### config.mk
export PLATFORM = sky130hd
export DESIGN_NAME = period_frequency_counter
export DESIGN_NICKNAME = d
export VERILOG_FILES = /design/src/verilog/pfc_pkg.sv /design/src/verilog/period_frequency_counter.sv
export SDC_FILE = /design/constraint.sdc
export NUM_CORES = 1
export LEC_CHECK = 0
export ABC_AREA = 1
export BUFFER_PORTS_ARGS = -buffer_cell sky130_fd_sc_hd__buf_2
export CORE_MARGIN = 1.5
export CORE_UTILIZATION = 55
export CTS_CLUSTER_DIAMETER = 60
export DETAILED_ROUTE_END_ITERATION = 8
export PLACE_DENSITY = 0.75
export SLEW_MARGIN = 20
export SYNTH_ARGS = -nofsm -noshare
export SYNTH_HDL_FRONTEND = slang
export SYNTH_SLANG_ARGS = --single-unit
### constraint.sdc
create_clock -name clk_sys -period 2.34 [get_ports clk_sys]
set_input_delay 0.117 -clock clk_sys [delete_from_list [all_inputs] [get_ports clk_sys]]
set_output_delay 0.117 -clock clk_sys [all_outputs]
set_load 0.03 [all_outputs]
### src/verilog/pfc_pkg.sv
// Package holding constants and carrier types of the period counter.
package pfc_pkg;

    // ------------------------------------------------------------------
    // Sizes and reset values
    // ------------------------------------------------------------------
    localparam int        CNT_W        = 32;
    localparam logic [31:0] CNT_RESET  = 32'h0000_0000;
    localparam int        GATE_FIX_LEN = 40000;  // Fixed gate, 1 ms at 40 MHz.
    localparam int        NUM_CNT      = 4;

    // ------------------------------------------------------------------
    // Measurement methods
    // ------------------------------------------------------------------
    typedef enum logic [2:0] {
        MODE_PERIOD    = 3'h0,
        MODE_ONE_CNT   = 3'h1,
        MODE_HIGH_FREQ = 3'h2,
        MODE_LARGE_RNG = 3'h3,
        MODE_SAMPLED   = 3'h4
    } meas_mode_t;

    typedef enum logic [1:0] {
        ST_IDLE  = 2'b00,
        ST_ARMED = 2'b01,
        ST_COUNT = 2'b11,
        ST_DONE  = 2'b10
    } meas_state_t;

    // Configuration travelling as one group.
    typedef struct packed {
        meas_mode_t mode;
        logic       gateRising;
        logic       srcRising;
        logic       averagingSelect;
        logic [7:0] divideDown;
    } meas_cfg_t;

    // Result travelling as one group.
    typedef struct packed {
        logic [31:0] mainCount;
        logic [31:0] auxCount;
        logic        valid;
    } meas_result_t;

endpackage : pfc_pkg
### src/verilog/period_frequency_counter.sv
// Period and frequency counter built from one pair of counters.
`timescale 1ns/100ps
// ----------------------------------------------------------------------
// Functional notes
// ----------------------------------------------------------------------
// Functional notes
// - Measurement starts only after arming, then measures one gate period in the period and one counter methods.
// - Gate active edge is selectable rising or falling.
// - Count one selected source edge per cycle between active gate edges.
// - Source may be internal timebase or external reference clock.
// - Result is the raw count of source edges; signal edges in the high frequency method and on the auxiliary counter.
// - Methods use one or two counters and return one measurement each.
// - High frequency method uses a fixed known gate length.
// - Sampled mode interval equals the sample clock period.
// - Counters pair in one fixed group, main counter with auxiliary counter.
// - Averaging: auxiliary counts signal, main counts timebase per sample.
module period_frequency_counter
    import pfc_pkg::*;
#(
    parameter int GATE_LEN = pfc_pkg::GATE_FIX_LEN
) (
    // Clock and reset
    input  wire logic                clk_sys,
    input  wire logic                resetn,
    // Control
    input  wire logic                arm,
    input  wire pfc_pkg::meas_cfg_t  cfg,
    input  wire logic                useExtSource,
    // Measured and reference signals
    input  wire logic                gateIn,
    input  wire logic                extSource,
    input  wire logic                intTimebase,
    input  wire logic                sampleClk,
    // Result
    output pfc_pkg::meas_result_t    result,
    output logic                     busy
);
    import pfc_pkg::*;

    // ------------------------------------------------------------------
    // Edge detection
    // ------------------------------------------------------------------
    logic gatePrev_reg, srcPrev_reg, sampPrev_reg;
    logic srcSel, gateEdge, srcEdge, sigEdge, sampEdge;
    logic fixedEnd;
    logic [31:0] fixCnt_reg;
    logic [7:0]  divCnt_reg;
    meas_state_t state_reg;
    meas_result_t result_reg;
    logic [31:0] mainCnt_reg, auxCnt_reg;

    function automatic logic edgeOf(input logic cur, input logic prev,
                                    input logic rising);
        edgeOf = rising ? (cur & ~prev) : (~cur & prev);
    endfunction : edgeOf

    assign srcSel   = useExtSource ? extSource : intTimebase;
    assign gateEdge = edgeOf(gateIn, gatePrev_reg, cfg.gateRising);
    assign srcEdge  = edgeOf(srcSel, srcPrev_reg, cfg.srcRising);
    assign sigEdge  = edgeOf(gateIn, gatePrev_reg, 1'b1);
    assign sampEdge = edgeOf(sampleClk, sampPrev_reg, 1'b1);
    assign fixedEnd = (fixCnt_reg == 32'(GATE_LEN - 1));

    // The previous samples follow the pins during reset as well, so a pin
    // that idles high cannot fake an edge on the first cycle after reset.
    always_ff @(posedge clk_sys) begin
        if (!resetn) begin
            gatePrev_reg <= gateIn;
            srcPrev_reg  <= srcSel;
            sampPrev_reg <= sampleClk;
        end else begin
            gatePrev_reg <= gateIn;
            srcPrev_reg  <= srcSel;
            sampPrev_reg <= sampleClk;
        end
    end

    // ------------------------------------------------------------------
    // Measurement sequencing
    // ------------------------------------------------------------------
    // The stop condition depends on the method; the pair of counters is
    // fixed so a second counter is always the partner of the first.
    logic startEv, stopEv;
    always_comb begin
        case (cfg.mode)
            MODE_HIGH_FREQ: begin
                startEv = 1'b1;
                stopEv  = fixedEnd;
            end
            MODE_SAMPLED: begin
                startEv = sampEdge;
                stopEv  = sampEdge;
            end
            MODE_LARGE_RNG: begin
                startEv = gateEdge;
                stopEv  = gateEdge
                          && (divCnt_reg == cfg.divideDown);
            end
            default: begin
                startEv = gateEdge;
                stopEv  = gateEdge;
            end
        endcase
    end

    always_ff @(posedge clk_sys) begin
        if (!resetn) begin
            state_reg <= ST_IDLE;
        end else begin
            case (state_reg)
                ST_IDLE:  if (arm) state_reg <= ST_ARMED;
                ST_ARMED: if (startEv) state_reg <= ST_COUNT;
                ST_COUNT: if (stopEv) state_reg <= ST_DONE;
                ST_DONE:  if (arm) state_reg <= ST_ARMED;
                default:  state_reg <= ST_IDLE;
            endcase
        end
    end

    // Fixed gate length and divide-down counters.
    always_ff @(posedge clk_sys) begin
        if (!resetn) begin
            fixCnt_reg <= CNT_RESET;
            divCnt_reg <= 8'h00;
        end else if (state_reg != ST_COUNT) begin
            fixCnt_reg <= CNT_RESET;
            divCnt_reg <= 8'h01;
        end else begin
            fixCnt_reg <= fixCnt_reg + 32'h0000_0001;
            if (gateEdge)
                divCnt_reg <= divCnt_reg + 8'h01;
        end
    end

    // ------------------------------------------------------------------
    // Counter pair
    // ------------------------------------------------------------------
    // In the high frequency method the fixed gate counter supplies the gate, so the
    // main counter counts signal edges instead of reference edges.
    logic mainInc, auxInc;
    assign mainInc = (cfg.mode == MODE_HIGH_FREQ) ? sigEdge : srcEdge;
    assign auxInc  = (cfg.mode == MODE_SAMPLED) && cfg.averagingSelect
                     && sigEdge;

    always_ff @(posedge clk_sys) begin
        if (!resetn) begin
            mainCnt_reg <= CNT_RESET;
            auxCnt_reg  <= CNT_RESET;
        end else if (state_reg == ST_ARMED && startEv) begin
            mainCnt_reg <= CNT_RESET;
            auxCnt_reg  <= CNT_RESET;
        end else if (state_reg == ST_COUNT && !stopEv) begin
            if (mainInc)
                mainCnt_reg <= mainCnt_reg + 32'h0000_0001;
            if (auxInc)
                auxCnt_reg <= auxCnt_reg + 32'h0000_0001;
        end
    end

    // Result is the raw count, held until the next arm.
    always_ff @(posedge clk_sys) begin
        if (!resetn) begin
            result_reg <= '0;
        end else if (state_reg == ST_COUNT && stopEv) begin
            result_reg.mainCount <= mainCnt_reg;
            result_reg.auxCount  <= auxCnt_reg;
            result_reg.valid     <= 1'b1;
        end else if (arm) begin
            result_reg.valid <= 1'b0;
        end
    end

    logic busy_reg;
    always_ff @(posedge clk_sys) begin
        if (!resetn)
            busy_reg <= 1'b0;
        else
            busy_reg <= (state_reg == ST_ARMED) || (state_reg == ST_COUNT);
    end

    assign result = result_reg;
    assign busy   = busy_reg;
endmodule : period_frequency_counter

==> results of run 1 <==
logic make-up after synthesis:
logic type | after synthesis | synth area share
flops | 175 | 0.386
buf+inv | 148 | 0.0748
simple gates | 816 | 0.395
fa+ha+maj | 4 | 0.00552
xor+xnor | 40 | 0.0386
compound gates | 177 | 0.100
cell usage in the layout (no fill, tap or decap), types with 4 or more instances in the layout:
| cell type | instances |
|---|---|
| ha_1 | 4 |
| dfxtp_1 | 175 |
| nand3_1 | 29 |
| nand2_1 | 349 |
| clkbuf_16 | 17 |
| nand2_2 | 5 |
| nand3b_1 | 25 |
| inv_2 | 12 |
| nor3_1 | 27 |
| buf_2 | 87 |
| o21ai_1 | 52 |
| a21oi_1 | 92 |
| inv_6 | 5 |
| xor2_1 | 25 |
| nor2_1 | 278 |
| nor2_4 | 4 |
| or2_2 | 5 |
| nand4_1 | 76 |
| o21ai_0 | 26 |
| inv_1 | 77 |
| buf_4 | 13 |
| clkinvlp_4 | 4 |
| xnor2_1 | 15 |
power by group:
group / leakage (nW) / internal [mW] / total (mW) / switching (mW)
Sequential: 1.41 / 3.01 / 3.03 / 0.0194
Clock: 0.259 / 1.41 / 2.69 / 1.28
Combinational: 2.13 / 0.120 / 0.415 / 0.296
metal layers:
| layer | wire, um | up-vias | track usage |
|---|---|---|---|
| met5 | 0 | - | 0 |
| met4 | 469 | 0 | 0.102 |
| met3 | 1130 | 40 | 0.0363 |
| met2 | 10700 | 261 | 0.445 |
| met1 | 10100 | 4121 | 0.342 |
| li1 | - | 4576 | - |
critical path, stage by stage (launching register included):
cell	delay (ns)
dfxtp_1	0.33
ha_1	0.22
nand2_1	0.07
inv_2	0.05
nand2_2	0.11
nor3_2	0.06
nand3_1	0.13
nand2_2	0.10
nor2_8	0.25
nand3_4	0.37
nand2_1	0.18
a21oi_1	0.07
final cells by class:
| cell class | instances | area, um^2 |
|---|---|---|
| well taps | 216 | 270 |
| multi-input cells | 1037 | 4890 |
| fillers | 1548 | 5840 |
| clock inverters | 13 | 104 |
| inverters | 93 | 350 |
| clock buffers | 19 | 443 |
| repair buffers | 105 | 603 |
| flip-flops and latches | 175 | 3500 |
path summary, 6_finish.rpt:
check,start,end,slack [ns],depth (start not counted)
setup / recovery,fixCnt_reg[0]$_SDFF_PP0_,auxCnt_reg[26]$_SDFFE_PP0P_,0.24,11
hold / removal,extSource,srcPrev_reg$_DFF_P_,0.03,3
setup reg to reg,fixCnt_reg[0]$_SDFF_PP0_,auxCnt_reg[26]$_SDFFE_PP0P_,0.24,11
hold reg to reg,fixCnt_reg[0]$_SDFF_PP0_,fixCnt_reg[0]$_SDFF_PP0_,0.47,1
synthesized netlist by cell type, types with 4 or more instances:
cell	n	area, um^2
clkbuf_1	24	90.1
buf_6	6	67.6
dfxtp_1	175	3500
o21ai_0	26	130
nand3_1	29	145
o21ai_1	52	260
inv_1	78	293
inv_2	11	41.3
buf_2	6	30.0
or2_2	5	31.3
buf_4	18	135
nor2_4	4	45.0
nor3_1	27	135
xnor2_1	15	131
nand2_2	5	31.3
xor2_1	25	219
nand4_1	76	475
a21oi_1	92	460
nand3b_1	25	188
ha_1	4	50.1
nand2_1	349	1310
nor2_1	278	1040
through the flow:
stage	hold slack [ns]	util	area [um^2]	power [mW]	worst slack, ns
after floorplan	0.145	-	9070	3.40	0.679
after global placement	0.235	0.599	9590	3.50	0.348
after detailed placement	0.239	0.599	9590	3.51	0.282
after CTS	0.0260	0.635	10200	6.15	0.236
after global routing	0.0745	0.635	10200	6.33	0.0288
final	0.0349	0.635	10200	6.13	0.236
==> flow_summary.ini, run 1 <==
[synth]
synthFlopType = dfxtp_1
syn_area_um2 = 9070
yosysSeqAreaShare = 0.386
yosys.cell_types.count = 40
yosysWarnings = 0
ys_ff_latch = 175
syn-num-nets = 1386
async_reset_ff_frac = 0
syn_avg_cell_area_um2 = 6.67
synth_edf_count = 0
synthCells = 1360

[clock_network]
h-tree-depth = 4
cts_resized = 0
clock_latency_ns = 0.44
cts_buffer_depth = 2
cts_setup_buffers = 0
cts_buffers = 17
clk_pin_slew_ns = 0.07
ctsHoldBuffers = 3
cts_root_buf = clkbuf_16
cts_num_sinks = 175
cts_tree = yes

[route]
drc = 0
dr.pass1.iters = 5
drt-total-wl_mm = 22.4
vias = 8998
postRouteAntennaNets = 0
via_per_inst = 5.43
wl_per_cell_um = 13.5
drt-initial-drc-count = 708

[floorplanning]
io_pins = 88
core_area_um2 = 16000
die_h_um = 131
die_w_um = 131
start_util = 0.567
rows = 46
dieArea_um2 = 17300

[sta]
clock.fmax_mhz = 475
period_share = 0.899
rsz0062_at_grt = false
slew_headroom = 0.289
finalMaxSlewViolations = 0
fin_crit_ns = 2.10
setup_viol = 0
tightestPinTransition_ns = 1.06
hold_viol = 0
fin_setup_tns_ns = 0
clock_skew_ns = 0.00936

[worst_setup_path]
cp.arrival_ns = 2.42
cp-start-kind = flip-flop
critPathRequiredTime_ns = 2.66
worstSetupPathType = flip-flop to flip-flop
endpoint_kind = flip-flop
cp_max_fo = 31

[power]
power.density_nw_per_um2 = 603
vdd_drop_max_mv = 0.497
power.leakage_nw = 3.81

[finish]
synthToLayoutAreaGrowth_pct = 12.0
num_antenna_cells = 0
final_cells = 1658
num-nets-final = 1455
largest_reg_flops = 65
final_layout_size_suffix_gt1_frac = 0.121

[place]
io_buffers = 87
dp_hpwl_mm = 15.6
place_inst = 1623
place.gp.congestion = 0.955

[grt]
grt_pass1_wl_mm = 38.1
track_usage = 0.264
grt_max_degree = 68
antenna_found_initial = 0
grt_overflow = 0
grt_pass1_vias = 8154

[status]
status = finished clean

[hold_path]
hold_path_class = input port to flip-flop

[job]
max-cap-violations = 0
Power figures use the tool's default switching activity.
==> run 2: changes to the inputs <==
--- a/config.mk
+++ b/config.mk
@@ -11,7 +11,7 @@
 export CORE_UTILIZATION = 55
 export CTS_CLUSTER_DIAMETER = 60
 export DETAILED_ROUTE_END_ITERATION = 8
-export PLACE_DENSITY = 0.75
+export PLACE_DENSITY = 0.72
 export SLEW_MARGIN = 20
 export SYNTH_ARGS = -nofsm -noshare
 export SYNTH_HDL_FRONTEND = slang
==> run 2 against run 1 <==
Flip-flop and latch count is the same; register-to-register slack improved by 0.09 ns; worst hold slack improved by 0.0018 ns; maximum frequency up 4.4%; critical path depth stayed put; combinational power increased by 2%; largest power group unchanged; routed wire length is 1.4% higher; clock power rose by 2%; via count shrank 0.51%; highest routed layer unchanged; core utilization rose by 0.39 points; count of clock-buffer cells in the layout is 4 higher; critical path type unchanged; sequential power about the same.
==> flow_summary.ini, run 2 (synthesis gave the netlist of run 1 again) <==
[sta]
fin_crit_ns = 2.01
clock_skew_ns = 0.00983
fin_setup_tns_ns = 0
finalMaxSlewViolations = 0
period_share = 0.861
setup_viol = 0
rsz0062_at_grt = false
slew_headroom = 0.597
clock.fmax_mhz = 496
tightestPinTransition_ns = 0.605
hold_viol = 0

[worst_setup_path]
rr_worst_depth = 11
critPathRequiredTime_ns = 2.66
r2r_setup_slack_ns = 0.33
r2r_end = result[34]$_SDFFE_PN0P_
cp-start-kind = flip-flop
r2r-start = fixCnt_reg[0]$_SDFF_PP0_
cp_max_fo = 40
cp.arrival_ns = 2.33
worstSetupPathType = flip-flop to flip-flop
endpoint_kind = flip-flop

[route]
drc = 0
drt-met1-wl_mm = 10.6
wl_met2_mm = 10.8
wl_per_cell_um = 13.7
postRouteAntennaNets = 0
drt-initial-drc-count = 672
via_per_inst = 5.39
vias = 8952
top_layer = met4
wl_met3_um = 952
drt-total-wl_mm = 22.7
dr.pass1.iters = 8

[clock_network]
clock_latency_ns = 0.43
cts_buffer_depth = 2
cts_tree = yes
clk_pin_slew_ns = 0.06
cts_num_sinks = 175
cts_buffers = 17
h-tree-depth = 4
cts_root_buf = clkbuf_16
cts_setup_buffers = 0

[finish]
num-nets-final = 1458
final_layout_size_suffix_gt1_frac = 0.122
final_common_cell = nand2_1
largest_reg_flops = 65
num_antenna_cells = 0
final_cell_mix = nand2_1, nor2_1, dfxtp_1
utilization = 0.639
synthToLayoutAreaGrowth_pct = 12.7

[grt]
track_usage = 0.266
grt_max_degree = 68
antenna_found_initial = 0
grt_pass1_wl_mm = 38.8
grt_pass1_vias = 8265
grt_overflow = 0

[floorplanning]
dieArea_um2 = 17300
die_h_um = 131
rows = 46
die_w_um = 131
start_util = 0.567
core_area_um2 = 16000
io_pins = 88

[hold_path]
worstHoldPathCells = 3
hold_path_class = input port to flip-flop
hold_path_startpoint = extSource
holdPathEnd = srcPrev_reg$_DFF_P_

[power]
comb_power_share = 0.068
p_seq_frac = 0.489
p_sw_mw = 1.49
swShare = 0.241
power.leakage_nw = 3.83
pwr-share-clk = 0.443
p_int_mw = 4.71
power.density_nw_per_um2 = 606
vdd_drop_max_mv = 0.520

[job]
max-cap-violations = 0

[status]
status = finished clean

[place]
io_buffers = 87
place.gp.congestion = 0.916
dp_hpwl_mm = 16.0
[run 2: final cells by class]
class / instances / area (um^2)
Multi-Input combinational cell: 1037 / 4890
Sequential cell: 175 / 3500
Fill cell: 1555 / 5780
Clock buffer: 23 / 488
Inverter: 93 / 354
Timing Repair Buffer: 108 / 638
Tap cell: 216 / 270
Clock inverter: 8 / 82.6
[run 2: stage by stage]
stage          hold WS, ns  instances  cell area [um^2]  setup slack (ns)  total power, mW
2_1_floorplan        0.145       1360              9070             0.679             3.40
3_3_place_gp         0.238       1626              9620             0.440             3.51
3_5_place_dp         0.238       1626              9620             0.388             3.51
4_1_cts             0.0212       1660             10200             0.367             6.24
5_1_grt             0.0585       1660             10200             0.132             6.42
6_report            0.0367       1660             10200             0.326             6.20
[run 2: metal layers]
metal	track usage	vias up
met5	0	-
li1	-	4588
met3	0.0451	38
met1	0.345	4113
met4	0.0765	0
met2	0.456	213
[run 2: timing repair]
action,4_1_cts,5_1_grt
setup endpoints to repair,0,2
resized for setup,0,1
hold endpoints to repair,3,0
hold buffers,3,0
[run 2: worst max-delay path by stage]
| stage | start | to | cells past startpoint |
|---|---|---|---|
| after CTS | fixCnt_reg[0]$_SDFF_PP0_ | mainCnt_reg[29]$_SDFFE_PP0P_ | 11 |
| after global routing | mainCnt_reg[1]$_SDFFE_PP0P_ | mainCnt_reg[16]$_SDFFE_PP0P_ | 8 |
| after detailed placement | fixCnt_reg[0]$_SDFF_PP0_ | mainCnt_reg[29]$_SDFFE_PP0P_ | 11 |
| final | fixCnt_reg[0]$_SDFF_PP0_ | result[34]$_SDFFE_PN0P_ | 11 |
| after floorplan | mainCnt_reg[0]$_SDFFE_PP0P_ | mainCnt_reg[16]$_SDFFE_PP0P_ | 8 |
| after global placement | fixCnt_reg[0]$_SDFF_PP0_ | result[34]$_SDFFE_PN0P_ | 11 |
[run 2: worst max-delay path: stages (launching register included)]
cell and delay [ns]:
dfxtp_1 0.36, ha_1 0.18, nand2_1 0.06, inv_2 0.08
nand2_2 0.11, nor3_2 0.15, nand3_1 0.16, nand3_2 0.13
nand2_2 0.07, buf_4 0.28, o21ai_1 0.25, nor2_1 0.06
[run 2: power groups by stage]
| stage | logic [mW] | registers, mW | clock network (mW) |
|---|---|---|---|
| detailed placement | 0.414 | 3.10 | 0 |
| CTS | 0.419 | 3.03 | 2.79 |
| floorplan | 0.255 | 3.14 | 0 |
| finish | 0.422 | 3.03 | 2.75 |
| global placement | 0.409 | 3.10 | 0 |
| global route | 0.465 | 3.03 | 2.92 |
